**src/core/asp_defines.svh**
```systemverilog
// Register map, field positions and timing counts of the serial port
`ifndef ASP_DEFINES_SVH
`define ASP_DEFINES_SVH
`define ASP_OFS_DATA 8'h00
`define ASP_OFS_IER 8'h04
`define ASP_OFS_IIR 8'h08
`define ASP_OFS_LCR 8'h0c
`define ASP_OFS_MCR 8'h10
`define ASP_OFS_LSR 8'h14
`define ASP_OFS_MSR 8'h18
`define ASP_OFS_SCR 8'h1c
`define ASP_OFS_FLOW 8'h20
`define ASP_FIFO_DEPTH 7'h40
`define ASP_HOLD_DEPTH 7'h01
`define ASP_TRIG_1 7'h01
`define ASP_TRIG_16 7'h10
`define ASP_TRIG_32 7'h20
`define ASP_TRIG_56 7'h38
`define ASP_TICKS_BIT 5'h10
`define ASP_TICKS_HALF 5'h08
`define ASP_TICKS_1P5 5'h18
`define ASP_TICKS_2 5'h20
`define ASP_TIMEOUT_TICKS 10'h280
`define ASP_IID_LINE 4'h6
`define ASP_IID_RXDATA 4'h4
`define ASP_IID_TIMEOUT 4'hc
`define ASP_IID_THRE 4'h2
`define ASP_IID_MODEM 4'h0
`define ASP_IID_NONE 4'h1
`define ASP_XON 8'h11
`define ASP_XOFF 8'h13
`define ASP_LCR_RESET 8'h03
`define ASP_DIV_RESET 8'h01
`define ASP_MCR_LOOP 4
`define ASP_MCR_AFE 5
`define ASP_PIN_IDLE 5'h01
`endif

```
**src/core/asp_pkg.sv**
```systemverilog
// Types shared by the serial port design
package asp_pkg;
  typedef struct packed {
    logic dlab;
    logic brk;
    logic stick;
    logic eps;
    logic pen;
    logic stb;
    logic [1:0] wls;
  } asp_lcr_s;
  typedef struct packed {
    logic bi;
    logic fe;
    logic pe;
    logic [7:0] data;
  } asp_rxword_s;
  typedef enum logic [2:0] {ASP_IDLE, ASP_START, ASP_DATA, ASP_PAR, ASP_STOP} asp_ser_e;
endpackage

```
**src/core/asp_uart.sv**
```systemverilog
// 16550-style serial port with APB registers, 64-entry queues and modem lines
// How it works
// RL1: CPU bytes become serial frames; received frames become bytes to read back.
// RL2: Character length programmable from five to eight data bits.
// RL3: Stop bits programmable as 1, 1.5 or 2.
// RL4: Optional parity sent and checked; format and interrupts set by registers.
// RL5: Bit timing from a baud generator with a 16-bit divisor.
// RL6: 8-bit scratch register reads back, no effect on serial operation.
// RL7: 16550 mode uses queues; 16450 mode holds single characters.
// RL8: With queues on, transmit and receive each hold 64 bytes.
// RL9: One interrupt output, causes ranked by fixed priority, highest reported.
// RL10: Each cause has its own enable; disabled causes never interrupt.
// RL11: Causes: transmit, receive, modem status changes, line status.
// RL12: Transmit-holding-empty interrupt says transmit side accepts data.
// RL13: Drives request-to-send and terminal-ready; samples the four modem inputs.
// RL14: Software (XON/XOFF) and hardware (clear-to-send) flow control pause sending.
// RL15: Loop-back returns transmitted data internally to the receiver.
// RL16: Frame is low start, data LSB first, optional parity, high stops.
//
// Design decisions made here: the APB interface to the registers and the address map.
`timescale 1ns/1ns
`include "asp_defines.svh"
module asp_uart
  import asp_pkg::*;
(
  input wire logic clk_sys,
  input wire logic sys_rst,
  input wire logic ce,
  input wire logic psel,
  input wire logic penable,
  input wire logic pwrite,
  input wire logic [7:0] paddr,
  input wire logic [31:0] pwdata,
  output logic [31:0] prdata,
  output logic pready,
  output logic pslverr,
  input wire logic serial_in_line,
  input wire logic clear_to_send_in,
  input wire logic set_ready_in,
  input wire logic carrier_detect_in,
  input wire logic ring_indicator_in,
  output logic serial_out_line,
  output logic request_to_send_out,
  output logic terminal_ready_out,
  output logic irq
);

  function automatic logic mapped(input logic [7:0] a);
    return a <= `ASP_OFS_FLOW && a[1:0] == 2'b00;
  endfunction

  function automatic logic par_bit(input asp_lcr_s l, input logic [7:0] d);
    logic p;
    p = ^(d & (8'hff >> (2'h3 - l.wls)));
    if (l.stick) return ~l.eps;
    return l.eps ? p : ~p;
  endfunction

  asp_lcr_s lcr;
  logic [3:0] ier;
  logic [5:0] mcr;
  logic [7:0] scr, dll, dlm;
  logic fifo_en, flow_sw, tx_paused;
  logic [1:0] rx_trig;
  logic [7:0] txq [0:63];
  asp_rxword_s rxq [0:63];
  logic [5:0] tx_wp, tx_rp, rx_wp, rx_rp;
  logic [6:0] tx_cnt, rx_cnt, cap, trig;
  logic oe, pe, fe, bi, rx_err, thre_pend, thre_q;
  logic [4:0] s1, s2, s3, flt;
  logic cts, dsr, ri, dcd, rx_in;
  logic [3:0] mprev, dlt;
  logic [15:0] bcnt;
  logic tick;
  asp_ser_e tx_st, rx_st;
  logic [4:0] tx_tc, rx_tc;
  logic [2:0] tx_bi, rx_bi;
  logic [7:0] tx_sh, rx_sh;
  logic tx_bit, rx_pe;
  logic [9:0] to_cnt;
  logic [3:0] iid;
  logic [7:0] rd_mux;

  wire loop = mcr[`ASP_MCR_LOOP];
  wire afe = mcr[`ASP_MCR_AFE];
  wire setup = psel & ~penable;
  wire acc = psel & penable;
  wire wr = acc & pwrite & mapped(paddr);
  wire rd = acc & ~pwrite & mapped(paddr);
  wire [15:0] div = {dlm, dll};
  wire [2:0] nbits = {1'b0, lcr.wls} + 3'h4;
  wire wr_thr = wr && paddr == `ASP_OFS_DATA && !lcr.dlab;
  wire rd_rbr = rd && paddr == `ASP_OFS_DATA && !lcr.dlab;
  wire wr_fcr = wr && paddr == `ASP_OFS_IIR;
  wire rd_iir = rd && paddr == `ASP_OFS_IIR;
  wire rd_lsr = rd && paddr == `ASP_OFS_LSR;
  wire rd_msr = rd && paddr == `ASP_OFS_MSR;
  wire fifo_rst_tx = wr_fcr && (pwdata[2] || pwdata[0] != fifo_en);
  wire fifo_rst_rx = wr_fcr && (pwdata[1] || pwdata[0] != fifo_en);
  wire tx_push = wr_thr && tx_cnt < cap;
  wire tx_pop = ce && tick && tx_st == ASP_IDLE && tx_cnt != 7'h00 && !tx_paused
    && (!afe || cts); // RL14
  wire rx_pop = rd_rbr && rx_cnt != 7'h00;
  wire rx_done = ce && tick && rx_st == ASP_STOP && rx_tc == `ASP_TICKS_BIT - 5'h01;
  wire rx_push = rx_done && rx_cnt < cap;
  wire stop_hit = !rx_in && rx_sh == 8'h00;
  asp_rxword_s rx_word;
  assign rx_word = '{bi: stop_hit, fe: !rx_in, pe: rx_pe, data: rx_sh};
  wire rx_hit = fifo_en ? rx_cnt >= trig : rx_cnt != 7'h00;
  wire timeout = fifo_en && to_cnt == `ASP_TIMEOUT_TICKS;
  wire temt = tx_cnt == 7'h00 && tx_st == ASP_IDLE;
  wire [4:0] stop_len = !lcr.stb ? `ASP_TICKS_BIT :
    (lcr.wls == 2'b00 ? `ASP_TICKS_1P5 : `ASP_TICKS_2); // RL3

  // Single character holding in 16450 mode
  assign cap = fifo_en ? `ASP_FIFO_DEPTH : `ASP_HOLD_DEPTH; // RL7 RL8
  always_comb begin
    unique case (rx_trig)
      2'b00: trig = `ASP_TRIG_1;
      2'b01: trig = `ASP_TRIG_16;
      2'b10: trig = `ASP_TRIG_32;
      2'b11: trig = `ASP_TRIG_56;
    endcase
  end

  // Zero wait states; unmapped addresses error out
  assign pready = 1'b1;
  assign pslverr = acc & ~mapped(paddr);

  always_ff @(posedge clk_sys) begin
    if (sys_rst) begin
      lcr <= asp_lcr_s'(`ASP_LCR_RESET);
      ier <= 4'h0;
      mcr <= 6'h00;
      scr <= 8'h00;
      dll <= `ASP_DIV_RESET;
      dlm <= 8'h00;
      fifo_en <= 1'b0;
      rx_trig <= 2'b00;
      flow_sw <= 1'b0;
    end else if (ce && wr) begin
      unique case (paddr)
        `ASP_OFS_DATA: if (lcr.dlab) dll <= pwdata[7:0]; // RL5
        `ASP_OFS_IER: begin
          if (lcr.dlab) dlm <= pwdata[7:0]; // RL5
          else ier <= pwdata[3:0]; // RL10
        end
        `ASP_OFS_IIR: begin
          fifo_en <= pwdata[0]; // RL7
          rx_trig <= pwdata[7:6];
        end
        `ASP_OFS_LCR: lcr <= asp_lcr_s'(pwdata[7:0]); // RL2 RL4
        `ASP_OFS_MCR: mcr <= pwdata[5:0];
        `ASP_OFS_SCR: scr <= pwdata[7:0]; // RL6
        `ASP_OFS_FLOW: flow_sw <= pwdata[0];
        default: ;
      endcase
    end
  end

  always_comb begin
    unique case (paddr)
      `ASP_OFS_DATA: rd_mux = lcr.dlab ? dll : rxq[rx_rp].data; // RL1
      `ASP_OFS_IER: rd_mux = lcr.dlab ? dlm : {4'h0, ier};
      `ASP_OFS_IIR: rd_mux = {fifo_en, fifo_en, 2'b00, iid}; // RL9
      `ASP_OFS_LCR: rd_mux = lcr;
      `ASP_OFS_MCR: rd_mux = {2'b00, mcr};
      `ASP_OFS_LSR: rd_mux = {rx_err, temt, tx_cnt == 7'h00, bi, fe, pe, oe, rx_cnt != 7'h00};
      `ASP_OFS_MSR: rd_mux = {dcd, ri, dsr, cts, dlt};
      `ASP_OFS_SCR: rd_mux = scr; // RL6
      `ASP_OFS_FLOW: rd_mux = {6'h00, tx_paused, flow_sw};
      default: rd_mux = 8'h00;
    endcase
  end

  // Read data captured in the setup cycle so it comes from a flop
  always_ff @(posedge clk_sys) begin
    if (sys_rst) prdata <= 32'h0;
    else if (ce && setup && !pwrite) prdata <= {24'h0, rd_mux};
  end

  // Modem and serial inputs: three flops, change taken when stages two and three agree
  always_ff @(posedge clk_sys) begin
    if (sys_rst) begin
      // Idle pin levels, so no false modem change follows reset
      s1 <= `ASP_PIN_IDLE;
      s2 <= `ASP_PIN_IDLE;
      s3 <= `ASP_PIN_IDLE;
      flt <= `ASP_PIN_IDLE;
    end else if (ce) begin
      s1 <= {ring_indicator_in, carrier_detect_in, set_ready_in, clear_to_send_in,
        serial_in_line}; // RL13
      s2 <= s1;
      s3 <= s2;
      for (int i = 0; i < 5; i++) if (s2[i] == s3[i]) flt[i] <= s3[i];
    end
  end

  // Loop-back: outputs feed the inputs inside, pins stay inactive
  assign rx_in = loop ? tx_bit : flt[0]; // RL15
  assign cts = loop ? mcr[1] : flt[1];
  assign dsr = loop ? mcr[0] : flt[2];
  assign dcd = loop ? mcr[3] : flt[3];
  assign ri = loop ? mcr[2] : flt[4];

  always_ff @(posedge clk_sys) begin
    if (sys_rst) begin
      serial_out_line <= 1'b1;
      request_to_send_out <= 1'b0;
      terminal_ready_out <= 1'b0;
    end else if (ce) begin
      serial_out_line <= loop ? 1'b1 : tx_bit & ~lcr.brk; // RL15 RL16
      request_to_send_out <= !loop && mcr[1] && (!afe || rx_cnt < trig); // RL13 RL14
      terminal_ready_out <= !loop && mcr[0]; // RL13
    end
  end

  // Modem status deltas; a change in the read cycle survives the clear
  always_ff @(posedge clk_sys) begin
    if (sys_rst) begin
      mprev <= 4'h0;
      dlt <= 4'h0;
    end else if (ce) begin
      mprev <= {dcd, ri, dsr, cts};
      dlt <= (rd_msr ? 4'h0 : dlt) | {dcd ^ mprev[3], mprev[2] & ~ri, dsr ^ mprev[1],
        cts ^ mprev[0]}; // RL11
    end
  end

  // Divisor zero behaves as one; tick is sixteen times the bit rate
  always_ff @(posedge clk_sys) begin
    if (sys_rst) begin
      bcnt <= 16'h0;
      tick <= 1'b0;
    end else if (ce) begin
      tick <= bcnt + 16'h1 >= div; // RL5
      bcnt <= (bcnt + 16'h1 >= div) ? 16'h0 : bcnt + 16'h1;
    end
  end

  always_ff @(posedge clk_sys) begin
    if (ce && tx_push) txq[tx_wp] <= pwdata[7:0];
    if (ce && rx_push) rxq[rx_wp] <= rx_word;
  end

  always_ff @(posedge clk_sys) begin
    if (sys_rst || (ce && fifo_rst_tx)) begin
      tx_wp <= 6'h0;
      tx_rp <= 6'h0;
      tx_cnt <= 7'h0;
    end else if (ce) begin
      if (tx_push) tx_wp <= tx_wp + 6'h1;
      if (tx_pop) tx_rp <= tx_rp + 6'h1;
      tx_cnt <= tx_cnt + {6'h0, tx_push} - {6'h0, tx_pop}; // RL8
    end
  end

  always_ff @(posedge clk_sys) begin
    if (sys_rst || (ce && fifo_rst_rx)) begin
      rx_wp <= 6'h0;
      rx_rp <= 6'h0;
      rx_cnt <= 7'h0;
    end else if (ce) begin
      if (rx_push) rx_wp <= rx_wp + 6'h1;
      if (rx_pop) rx_rp <= rx_rp + 6'h1;
      rx_cnt <= rx_cnt + {6'h0, rx_push} - {6'h0, rx_pop}; // RL8
    end
  end

  // Transmitter
  always_ff @(posedge clk_sys) begin
    if (sys_rst) begin
      tx_st <= ASP_IDLE;
      tx_bit <= 1'b1;
      tx_tc <= 5'h0;
      tx_bi <= 3'h0;
      tx_sh <= 8'h0;
    end else if (ce && tick) begin
      tx_tc <= tx_tc + 5'h1;
      unique case (tx_st)
        ASP_IDLE: begin
          tx_bit <= 1'b1; // RL16
          if (tx_pop) begin
            tx_sh <= txq[tx_rp]; // RL1
            tx_st <= ASP_START;
            tx_bit <= 1'b0; // RL16
            tx_tc <= 5'h0;
          end
        end
        ASP_START: if (tx_tc == `ASP_TICKS_BIT - 5'h01) begin
          tx_st <= ASP_DATA;
          tx_bit <= tx_sh[0]; // RL16
          tx_bi <= 3'h0;
          tx_tc <= 5'h0;
        end
        ASP_DATA: if (tx_tc == `ASP_TICKS_BIT - 5'h01) begin
          tx_tc <= 5'h0;
          tx_bi <= tx_bi + 3'h1;
          if (tx_bi == nbits) begin // RL2
            tx_st <= lcr.pen ? ASP_PAR : ASP_STOP;
            tx_bit <= lcr.pen ? par_bit(lcr, tx_sh) : 1'b1; // RL4
          end else begin
            tx_bit <= tx_sh[tx_bi + 3'h1];
          end
        end
        ASP_PAR: if (tx_tc == `ASP_TICKS_BIT - 5'h01) begin
          tx_st <= ASP_STOP;
          tx_bit <= 1'b1;
          tx_tc <= 5'h0;
        end
        // Last stop tick is spent in idle, so queued frames follow with no gap
        ASP_STOP: if (tx_tc == stop_len - 5'h02) begin // RL3
          tx_st <= ASP_IDLE;
          tx_tc <= 5'h0;
        end
        default: tx_st <= ASP_IDLE;
      endcase
    end
  end

  // Receiver: start checked at mid bit, then one sample per bit time
  always_ff @(posedge clk_sys) begin
    if (sys_rst) begin
      rx_st <= ASP_IDLE;
      rx_tc <= 5'h0;
      rx_bi <= 3'h0;
      rx_sh <= 8'h0;
      rx_pe <= 1'b0;
    end else if (ce && tick) begin
      rx_tc <= rx_tc + 5'h1;
      unique case (rx_st)
        ASP_IDLE: begin
          rx_tc <= 5'h0;
          if (!rx_in) rx_st <= ASP_START; // RL16
        end
        ASP_START: if (rx_tc == `ASP_TICKS_HALF - 5'h01) begin
          rx_st <= rx_in ? ASP_IDLE : ASP_DATA;
          rx_tc <= 5'h0;
          rx_bi <= 3'h0;
          rx_sh <= 8'h0;
          rx_pe <= 1'b0;
        end
        ASP_DATA: if (rx_tc == `ASP_TICKS_BIT - 5'h01) begin
          rx_tc <= 5'h0;
          rx_sh[rx_bi] <= rx_in; // RL1 RL16
          rx_bi <= rx_bi + 3'h1;
          if (rx_bi == nbits) rx_st <= lcr.pen ? ASP_PAR : ASP_STOP; // RL2
        end
        ASP_PAR: if (rx_tc == `ASP_TICKS_BIT - 5'h01) begin
          rx_tc <= 5'h0;
          rx_pe <= rx_in != par_bit(lcr, rx_sh); // RL4
          rx_st <= ASP_STOP;
        end
        ASP_STOP: if (rx_tc == `ASP_TICKS_BIT - 5'h01) rx_st <= ASP_IDLE;
        default: rx_st <= ASP_IDLE;
      endcase
    end
  end

  // Line status: sticky, set wins over the clear by a read
  always_ff @(posedge clk_sys) begin
    if (sys_rst) begin
      {oe, pe, fe, bi, rx_err} <= 5'h0;
    end else if (ce) begin
      oe <= (oe & ~rd_lsr) | (rx_done & ~rx_push); // RL11
      pe <= (pe & ~rd_lsr) | (rx_done & rx_word.pe);
      fe <= (fe & ~rd_lsr) | (rx_done & rx_word.fe);
      bi <= (bi & ~rd_lsr) | (rx_done & rx_word.bi);
      rx_err <= (rx_err & ~rd_lsr) | (rx_push & fifo_en & (rx_word.pe | rx_word.fe |
        rx_word.bi));
    end
  end

  // XON/XOFF seen on receive pauses and resumes sending
  always_ff @(posedge clk_sys) begin
    if (sys_rst) tx_paused <= 1'b0;
    else if (ce && (!flow_sw || loop)) tx_paused <= 1'b0;
    else if (ce && rx_push && rx_sh == `ASP_XOFF) tx_paused <= 1'b1; // RL14
    else if (ce && rx_push && rx_sh == `ASP_XON) tx_paused <= 1'b0; // RL14
  end

  // Character timeout counted in sixteenth-bit ticks while data waits
  always_ff @(posedge clk_sys) begin
    if (sys_rst) to_cnt <= 10'h0;
    else if (ce) begin
      if (rx_cnt == 7'h00 || rx_push || rx_pop) to_cnt <= 10'h0;
      else if (tick && !timeout) to_cnt <= to_cnt + 10'h1; // RL11
    end
  end

  // Empty event re-armed by enabling it; cleared by a data write or an IIR read that reports it
  always_ff @(posedge clk_sys) begin
    if (sys_rst) begin
      thre_q <= 1'b1;
      thre_pend <= 1'b0;
    end else if (ce) begin
      thre_q <= tx_cnt == 7'h00;
      thre_pend <= (thre_pend && !wr_thr && !(rd_iir && iid == `ASP_IID_THRE))
        || (tx_cnt == 7'h00 && !thre_q)
        || (wr && paddr == `ASP_OFS_IER && !lcr.dlab && pwdata[1] && !ier[1]
          && tx_cnt == 7'h00); // RL12
    end
  end

  always_comb begin
    if (ier[2] && (oe || pe || fe || bi)) iid = `ASP_IID_LINE; // RL9 RL10 RL11
    else if (ier[0] && rx_hit) iid = `ASP_IID_RXDATA;
    else if (ier[0] && timeout) iid = `ASP_IID_TIMEOUT;
    else if (ier[1] && thre_pend) iid = `ASP_IID_THRE; // RL12
    else if (ier[3] && dlt != 4'h0) iid = `ASP_IID_MODEM;
    else iid = `ASP_IID_NONE;
  end

  always_ff @(posedge clk_sys) begin
    if (sys_rst) irq <= 1'b0;
    else if (ce) irq <= ~iid[0]; // RL9
  end

endmodule

```
**config.mk**
```make
export PLATFORM = sky130hd
export DESIGN_NAME = asp_uart
export DESIGN_NICKNAME = d
export VERILOG_FILES = /design/src/core/asp_pkg.sv /design/src/core/asp_uart.sv
export VERILOG_INCLUDE_DIRS = /design/src /design/src/core
export SDC_FILE = /design/constraint.sdc
export NUM_CORES = 2
export LEC_CHECK = 0
export BUFFER_PORTS_ARGS = -buffer_cell sky130_fd_sc_hd__buf_2
export CAP_MARGIN = 15
export CORE_MARGIN = 2
export CORE_UTILIZATION = 35
export CTS_CLUSTER_SIZE = 16
export DETAILED_ROUTE_END_ITERATION = 10
export PLACE_DENSITY = 0.53
export SLEW_MARGIN = 10
export SYNTH_ARGS = -nofsm -noshare
export SYNTH_HDL_FRONTEND = slang
export SYNTH_SLANG_ARGS = --single-unit
```
**constraint.sdc**
```tcl
create_clock -name clk_sys -period 4.95 [get_ports clk_sys]
set_input_delay 0.495 -clock clk_sys [delete_from_list [all_inputs] [get_ports clk_sys]]
set_output_delay 0.495 -clock clk_sys [all_outputs]
set_load 0.02 [all_outputs]
```
== Word-level counts from Yosys, hierarchy flattened ==
Memory sizes are Yosys's and may differ from the RTL's. A register that Yosys moved wholly into a read port is not among the register bits.
Index checks and enable logic that the tools add are counted.
Storage, ports and cells
  output and inout bits: 38
  flip-flop bits (word level): 191
  memory bits (writable): 1216
  memories kept: 2
  input port bits: 51
  word-level logic and storage cells: 402
Operators by class
  bitwise operators: 45
  shifts and indexed selects: 1
  reductions and logical operators: 127
  $add $sub $neg: 17
  mux-type cells: 97
  equal/unequal tests: 48
  $lt $le $gt $ge: 9
Memories
  rxq: words 64, bits a word 11, read ports 1, clocked after memory_dff 1, write ports 1, line asp_uart.sv:66  | asp_rxword_s rxq [0:63];
  txq: words 64, bits a word 8, read ports 1, clocked after memory_dff 1, write ports 1, line asp_uart.sv:65  | logic [7:0] txq [0:63];
Operator list (count)
  $pmux 8 s9: 1
  $logic_and 1x1->1: 53
  $mux 3: 17
  $eq 8x5->1 const B: 6
  $mux 1: 43
  $mux 5: 7
  $mux 8: 4
  $pmux 3 s5: 2
  $pmux 5 s3: 2
  $reduce_and 2->1: 15
  $pmux 7 s4: 1
  $add 6x1->6 const B: 4
  $ne 2x2->1 const B: 11
  $lt 7x7->1: 3
  $and 1x1->1: 20
  $mux 10: 2
  $add 16x1->16 const B: 1
  $and 8x8->8: 2
  $eq 8x4->1 const B: 2
  $ge 16x16->1: 1
  $logic_not 8->1: 2
  $mux 16: 1
  $mux 4: 4
  $pmux 8 s2: 1
  other kinds (57): 139

== Logic depth before layout (Yosys ltp) ==
  depth after elaboration: 14
  depth in mapped cells: 18
  mapped depth without buffers: 18

== Worst setup path after synthesis ==
Ideal clock, no wire load.
  path type: input to register
  start: in paddr[3]
  end: reg tx_cnt[6]
  stages on the path: 17
  data required time: 4.812 ns
  buffers on the path: 3
  path slack: 0.659 ns
  setup time: 0.138 ns
  arrival time: 4.153 ns
  cells stage by stage: buf_2 -> or4_1 -> buf_2 -> or3_1 -> buf_2 -> a2111o_1 -> ha_1 -> inv_1 -> ha_1 -> fa_1 -> nor2b_1 -> o21a_1 -> o21bai_1 -> nand2_1 -> o311ai_0 -> xnor2_1 -> nor2_1
On the way
  cells in the longest elaborated chain, start to end: 8
  elaborated cells between the ends (all ways): 14
  classes of those cells: add/sub: 2; order compare: 1; eq/ne: 1; bitwise: 1; reduce/logical: 9
Ends and longest elaborated chain
  start: declaration: line asp_uart.sv:32  | input wire logic [7:0] paddr,
  $le 8x6->1 (no line)
  $logic_and 1x1->1: line asp_uart.sv:49  | return a <= `ASP_OFS_FLOW && a[1:0] == 2'b00;
  $and 1x1->1: line asp_uart.sv:88  | wire wr = acc & pwrite & mapped(paddr);
  $logic_and 1x1->1 (no line)
  $logic_and 1x1->1: line asp_uart.sv:92  | wire wr_thr = wr && paddr == `ASP_OFS_DATA && !lcr.dlab;
  $logic_and 1x1->1: line asp_uart.sv:100  | wire tx_push = wr_thr && tx_cnt < cap;
  $add 7x1->7: line asp_uart.sv:254  | tx_cnt <= tx_cnt + {6'h0, tx_push} - {6'h0, tx_pop};
  $sub 7x1->7: line asp_uart.sv:254
  end signal: assignment: line asp_uart.sv:254
  end: declaration: line asp_uart.sv:68  | logic [6:0] tx_cnt, rx_cnt, cap, trig;
Several ways; a longest one is shown, not always the timed one.
A chain may end at the register's enable or synchronous reset.

== Worst setup path after layout ==
  start: reg rx_tc[0]
  end: reg rx_cnt[6]
On the way
  cells in the longest elaborated chain, start to end: 5
Ends and longest elaborated chain
  start: declaration: line asp_uart.sv:76  | logic [4:0] tx_tc, rx_tc;
  start signal: assignment: line asp_uart.sv:330  | rx_tc <= rx_tc + 5'h1;
  $eq 5x4->1: line asp_uart.sv:104  | wire rx_done = ce && tick && rx_st == ASP_STOP && rx_tc == `ASP_TICKS_BIT - 5'h01;
  $logic_and 1x1->1: line asp_uart.sv:104
  $logic_and 1x1->1: line asp_uart.sv:105  | wire rx_push = rx_done && rx_cnt < cap;
  $add 7x1->7: line asp_uart.sv:266  | rx_cnt <= rx_cnt + {6'h0, rx_push} - {6'h0, rx_pop};
  $sub 7x1->7: line asp_uart.sv:266
  end signal: assignment: line asp_uart.sv:266
  end: declaration: line asp_uart.sv:68
Every way passes these cells.

==> key figures <==
Layout
  • Layout Nets: 3418
  • P&R area growth vs syn: 14.90%
  • Most common cell after layout, fill and taps aside: edfxtp_1
  • Commonest cells after routing, fill and taps aside: edfxtp_1, nor2_1, mux4_2, dfxtp_1, buf_4
  • Layout cells sized above 1: 20.42%
  • Fin util: 40.47%
  • # fillers: 13058

Worst setup path
  • Crit-path leading delay family: adder cells
  • Crit-path most repeated cell: ha_1
  • Crit path required time: 5.55 ns
  • Worst Path Max Fanout: 7
  • Kind of end point of the critical path: register
  • CP arrival: 4.72 ns
  • CP Cell Sequence: ha_1, nand3_1, inv_1, ha_1, nand4_1, a211oi_2, inv_1, ha_1, inv_1, ha_1, fa_1, nor2b_1, o21a_1, o21bai_1, nand2_1, o311ai_0, xnor2_1, nor2_1
  • Crit-path slowest cell: fa_1
  • CP peak stage delay: 0.41 ns
  • Startpoint types: register
  • Crit path buf inv count: 3
  • Critical path class: register to register

Power and ir drop
  • Internal power: 0.01724 W
  • Overall Power: 0.02188 W
  • Combinational share of power: 4.1%
  • Peak VDD IR: 0.3077 mV
  • Leakage: 18.88 nW
  • Power Dens Cells: 376.8 mW/mm^2
  • Sw frac: 21.20%
  • P_sw: 0.004638 W
  • Clk pwr share: 44.6%
  • Seq pwr share: 51.3%

Synth
  • Cell taking the most area after synthesis: edfxtp_1
  • EDFF count, synth: 1024
  • Mapped Area: 0.05053 sq mm
  • Mean Syn Cell Area: 16.15 sq um
  • Part of the Yosys area used for sequential elements: 68.97%
  • Syn Inst Count: 3130
  • Synth async-reset ratio: 0%
  • Synth Flop Type: edfxtp_1
  • Synth Warn #: 0
  • Share of the synthesized area in the top cell type: 60.85%
  • Synth unique cells: 70
  • FF+latch count, synth: 1229
  • Synth top area cells: edfxtp_1, mux4_2, dfxtp_1

STA
  • Final period util: 83.12%
  • Worst Skew: 0.02798 ns
  • Slew margin rel.: 25.39%
  • Post-route minimum period: 4.115 ns
  • Hold Fails Final Rpt: 0
  • Final Setup Violations: 0
  • Setup_tns: 0 ns
  • Worst-Margin Slew: 1.119 ns
  • Slew Viols, Final: 0
  • Unrepaired setup endpoints after global routing: no
  • Final WS setup: 0.8355 ns
  • Max Freq: 243.0 MHz

CTS
  • Clock tree buffer depth: 3
  • Worst-skew pair later-pin latency: 0.77 ns
  • CTS buffer count: 134
  • CTS tree: done
  • H-tree levels: 4
  • CTS sink count: 1229
  • Clock root buffer: clkbuf_16
  • Worst-path clk slew: 0.06 ns

Outcome
  • Status: completed

Drt
  • Via Count: 27958
  • Avg WL per Cell: 23.95 um
  • Final Routed Wirelength: 127200 um
  • Initial DRT Pass Iterations: 6
  • Drt drc: 0
  • Initial DRC count: 2614
  • Via density: 5.264
  • Final ANT Viol Nets: 0

Global routing
  • First-pass GRT wire length: 188300 um
  • Vias in the first global route: 28073
  • GRT overflow: 0
  • Largest net degree at the start of global routing: 73
  • GRT Util Overall: 17.24%
  • Initial antenna violation count: 17

Die
  • Top-level port count: 89
  • Die height: 384.0 um
  • Core area: 0.1435 sq mm
  • Row count: 139
  • Die Wd: 384.0 um
  • Die ar.: 0.1474 sq mm
  • Initial core utilization: 35.22%

Min path
  • HP Class: input pin to register

Place
  • Routability cong.: 0.8562
  • Setup WS pre-CTS: 0.5029 ns
  • Port bufs: 39
  • HPWL after detailed placement: 80740 um

Run
  • Max-cap violations: 0
[synthesized netlist by cell type, drive strengths merged (9+ instances only)]
library cell	n
ha	66
mux2i	86
a221oi	13
o211ai	9
a32o	10
mux4	259
o21ai	43
o21bai	10
buf	79
and3	10
or4	11
a22o	11
or3	15
nor3	33
xor2	26
nand4	29
inv	67
dfxtp	205
nand2b	12
nor2b	19
nor2	338
nand3b	11
xnor2	47
nand3	47
edfxtp	1024
a21oi	122
nand2	107
a211oi	24
a31oi	15
a21o	14
clkbuf	123
a22oi	103
nor4	14
[power groups by stage]
stage	sequential, W	clock, W	combinational, W
2_1_floorplan	0.0114	0	0.000635
4_1_cts	0.0112	0.0100	0.000912
3_3_place_gp	0.0114	0	0.000905
5_1_grt	0.0112	0.0104	0.000986
3_5_place_dp	0.0114	0	0.000905
6_report	0.0112	0.00977	0.000897
[cell families after synthesis]
logic type                 count (synthesis)  synth area share [%]
muxes                                    349                 13.34
and+or+nand+nor                          699                 6.544
xor gates and xnor gates                  73                 1.265
adders and majority gates                 68                 1.713
buffers and inverters                    269                 2.231
other                                      2               0.01486
DFF                                     1229                 68.97
AOI/OAI and AO/OA                        441                 5.927
[final timing paths]
path | start | to | slack [ns] | cells past startpoint
hold reg to reg | s3[3] | flt[3] | 0.46 | 2
setup reg to reg | rx_tc[0] | rx_cnt[6] | 0.84 | 18
setup / recovery | rx_tc[0] | rx_cnt[6] | 0.84 | 18
hold / removal | ring_indicator_in | s1[4] | 0.07 | 3
[per-stage QoR]
| step | std cells | hold slack (ns) | instance area (sq um) |
|---|---|---|---|
| finish | 5311 | 0.06744 | 58070 |
| global route | 5308 | 0.05174 | 58060 |
| CTS | 5306 | 0.003230 | 58050 |
| detailed placement | 5062 | 0.4476 | 53760 |
| global placement | 5062 | 0.4363 | 53760 |
| floorplan | 3153 | 0.4299 | 50620 |
[flip-flops by register name, summed over array words and instances, names as in the netlist, 6 cells and up, named ones only]
signal / cells
mcr: 6
rx_sh: 8
rx_wp: 6
dll: 8
bcnt: 16
scr: 8
tx_sh: 8
rx_rp: 6
dlm: 8
tx_cnt: 7
rx_cnt: 7
lcr: 8
txq: 512
tx_rp: 6
rxq: 512
prdata: 8
tx_wp: 6
to_cnt: 10
[routing by layer]
layer,share of wire (%),wire length (um),up-vias,track usage (%)
met5,0.053,68,-,0
met4,2.9,3747,12,6.434
met3,5.9,7453,198,3.308
met2,47,60320,765,27.27
met1,44,55600,14319,23.58
li1,-,-,12664,-
[final cells by class]
| cell class | count | area [sq um] | share of cell area [%] |
|---|---|---|---|
| antenna | 5 | 12.51 | 0.02155 |
| clock buffer | 184 | 3697 | 6.367 |
| clock inverter | 56 | 554.3 | 0.9546 |
| inverter | 67 | 251.5 | 0.4331 |
| multi-input combinational | 1655 | 14680 | 25.28 |
| sequential | 1229 | 34880 | 60.07 |
| tap | 1903 | 2381 | 4.101 |
| timing repair buffer | 212 | 1609 | 2.771 |
[tightest hold or removal path, delay by kind of cell]
| kind | cells | cell delay, ns |
|---|---|---|
| buf+inv | 1 | 0.13 |
| mux | 1 | 0.08 |
| simple gates | 1 | 0.08 |
[what timing repair did]
item / in CTS / in global routing
buffers inserted: 0 / 0
hold buffers: 4 / 0
hold endpoints to repair: 4 / 0
resized for setup: 0 / 0
Note: power is estimated with default switching activity, not from simulation.
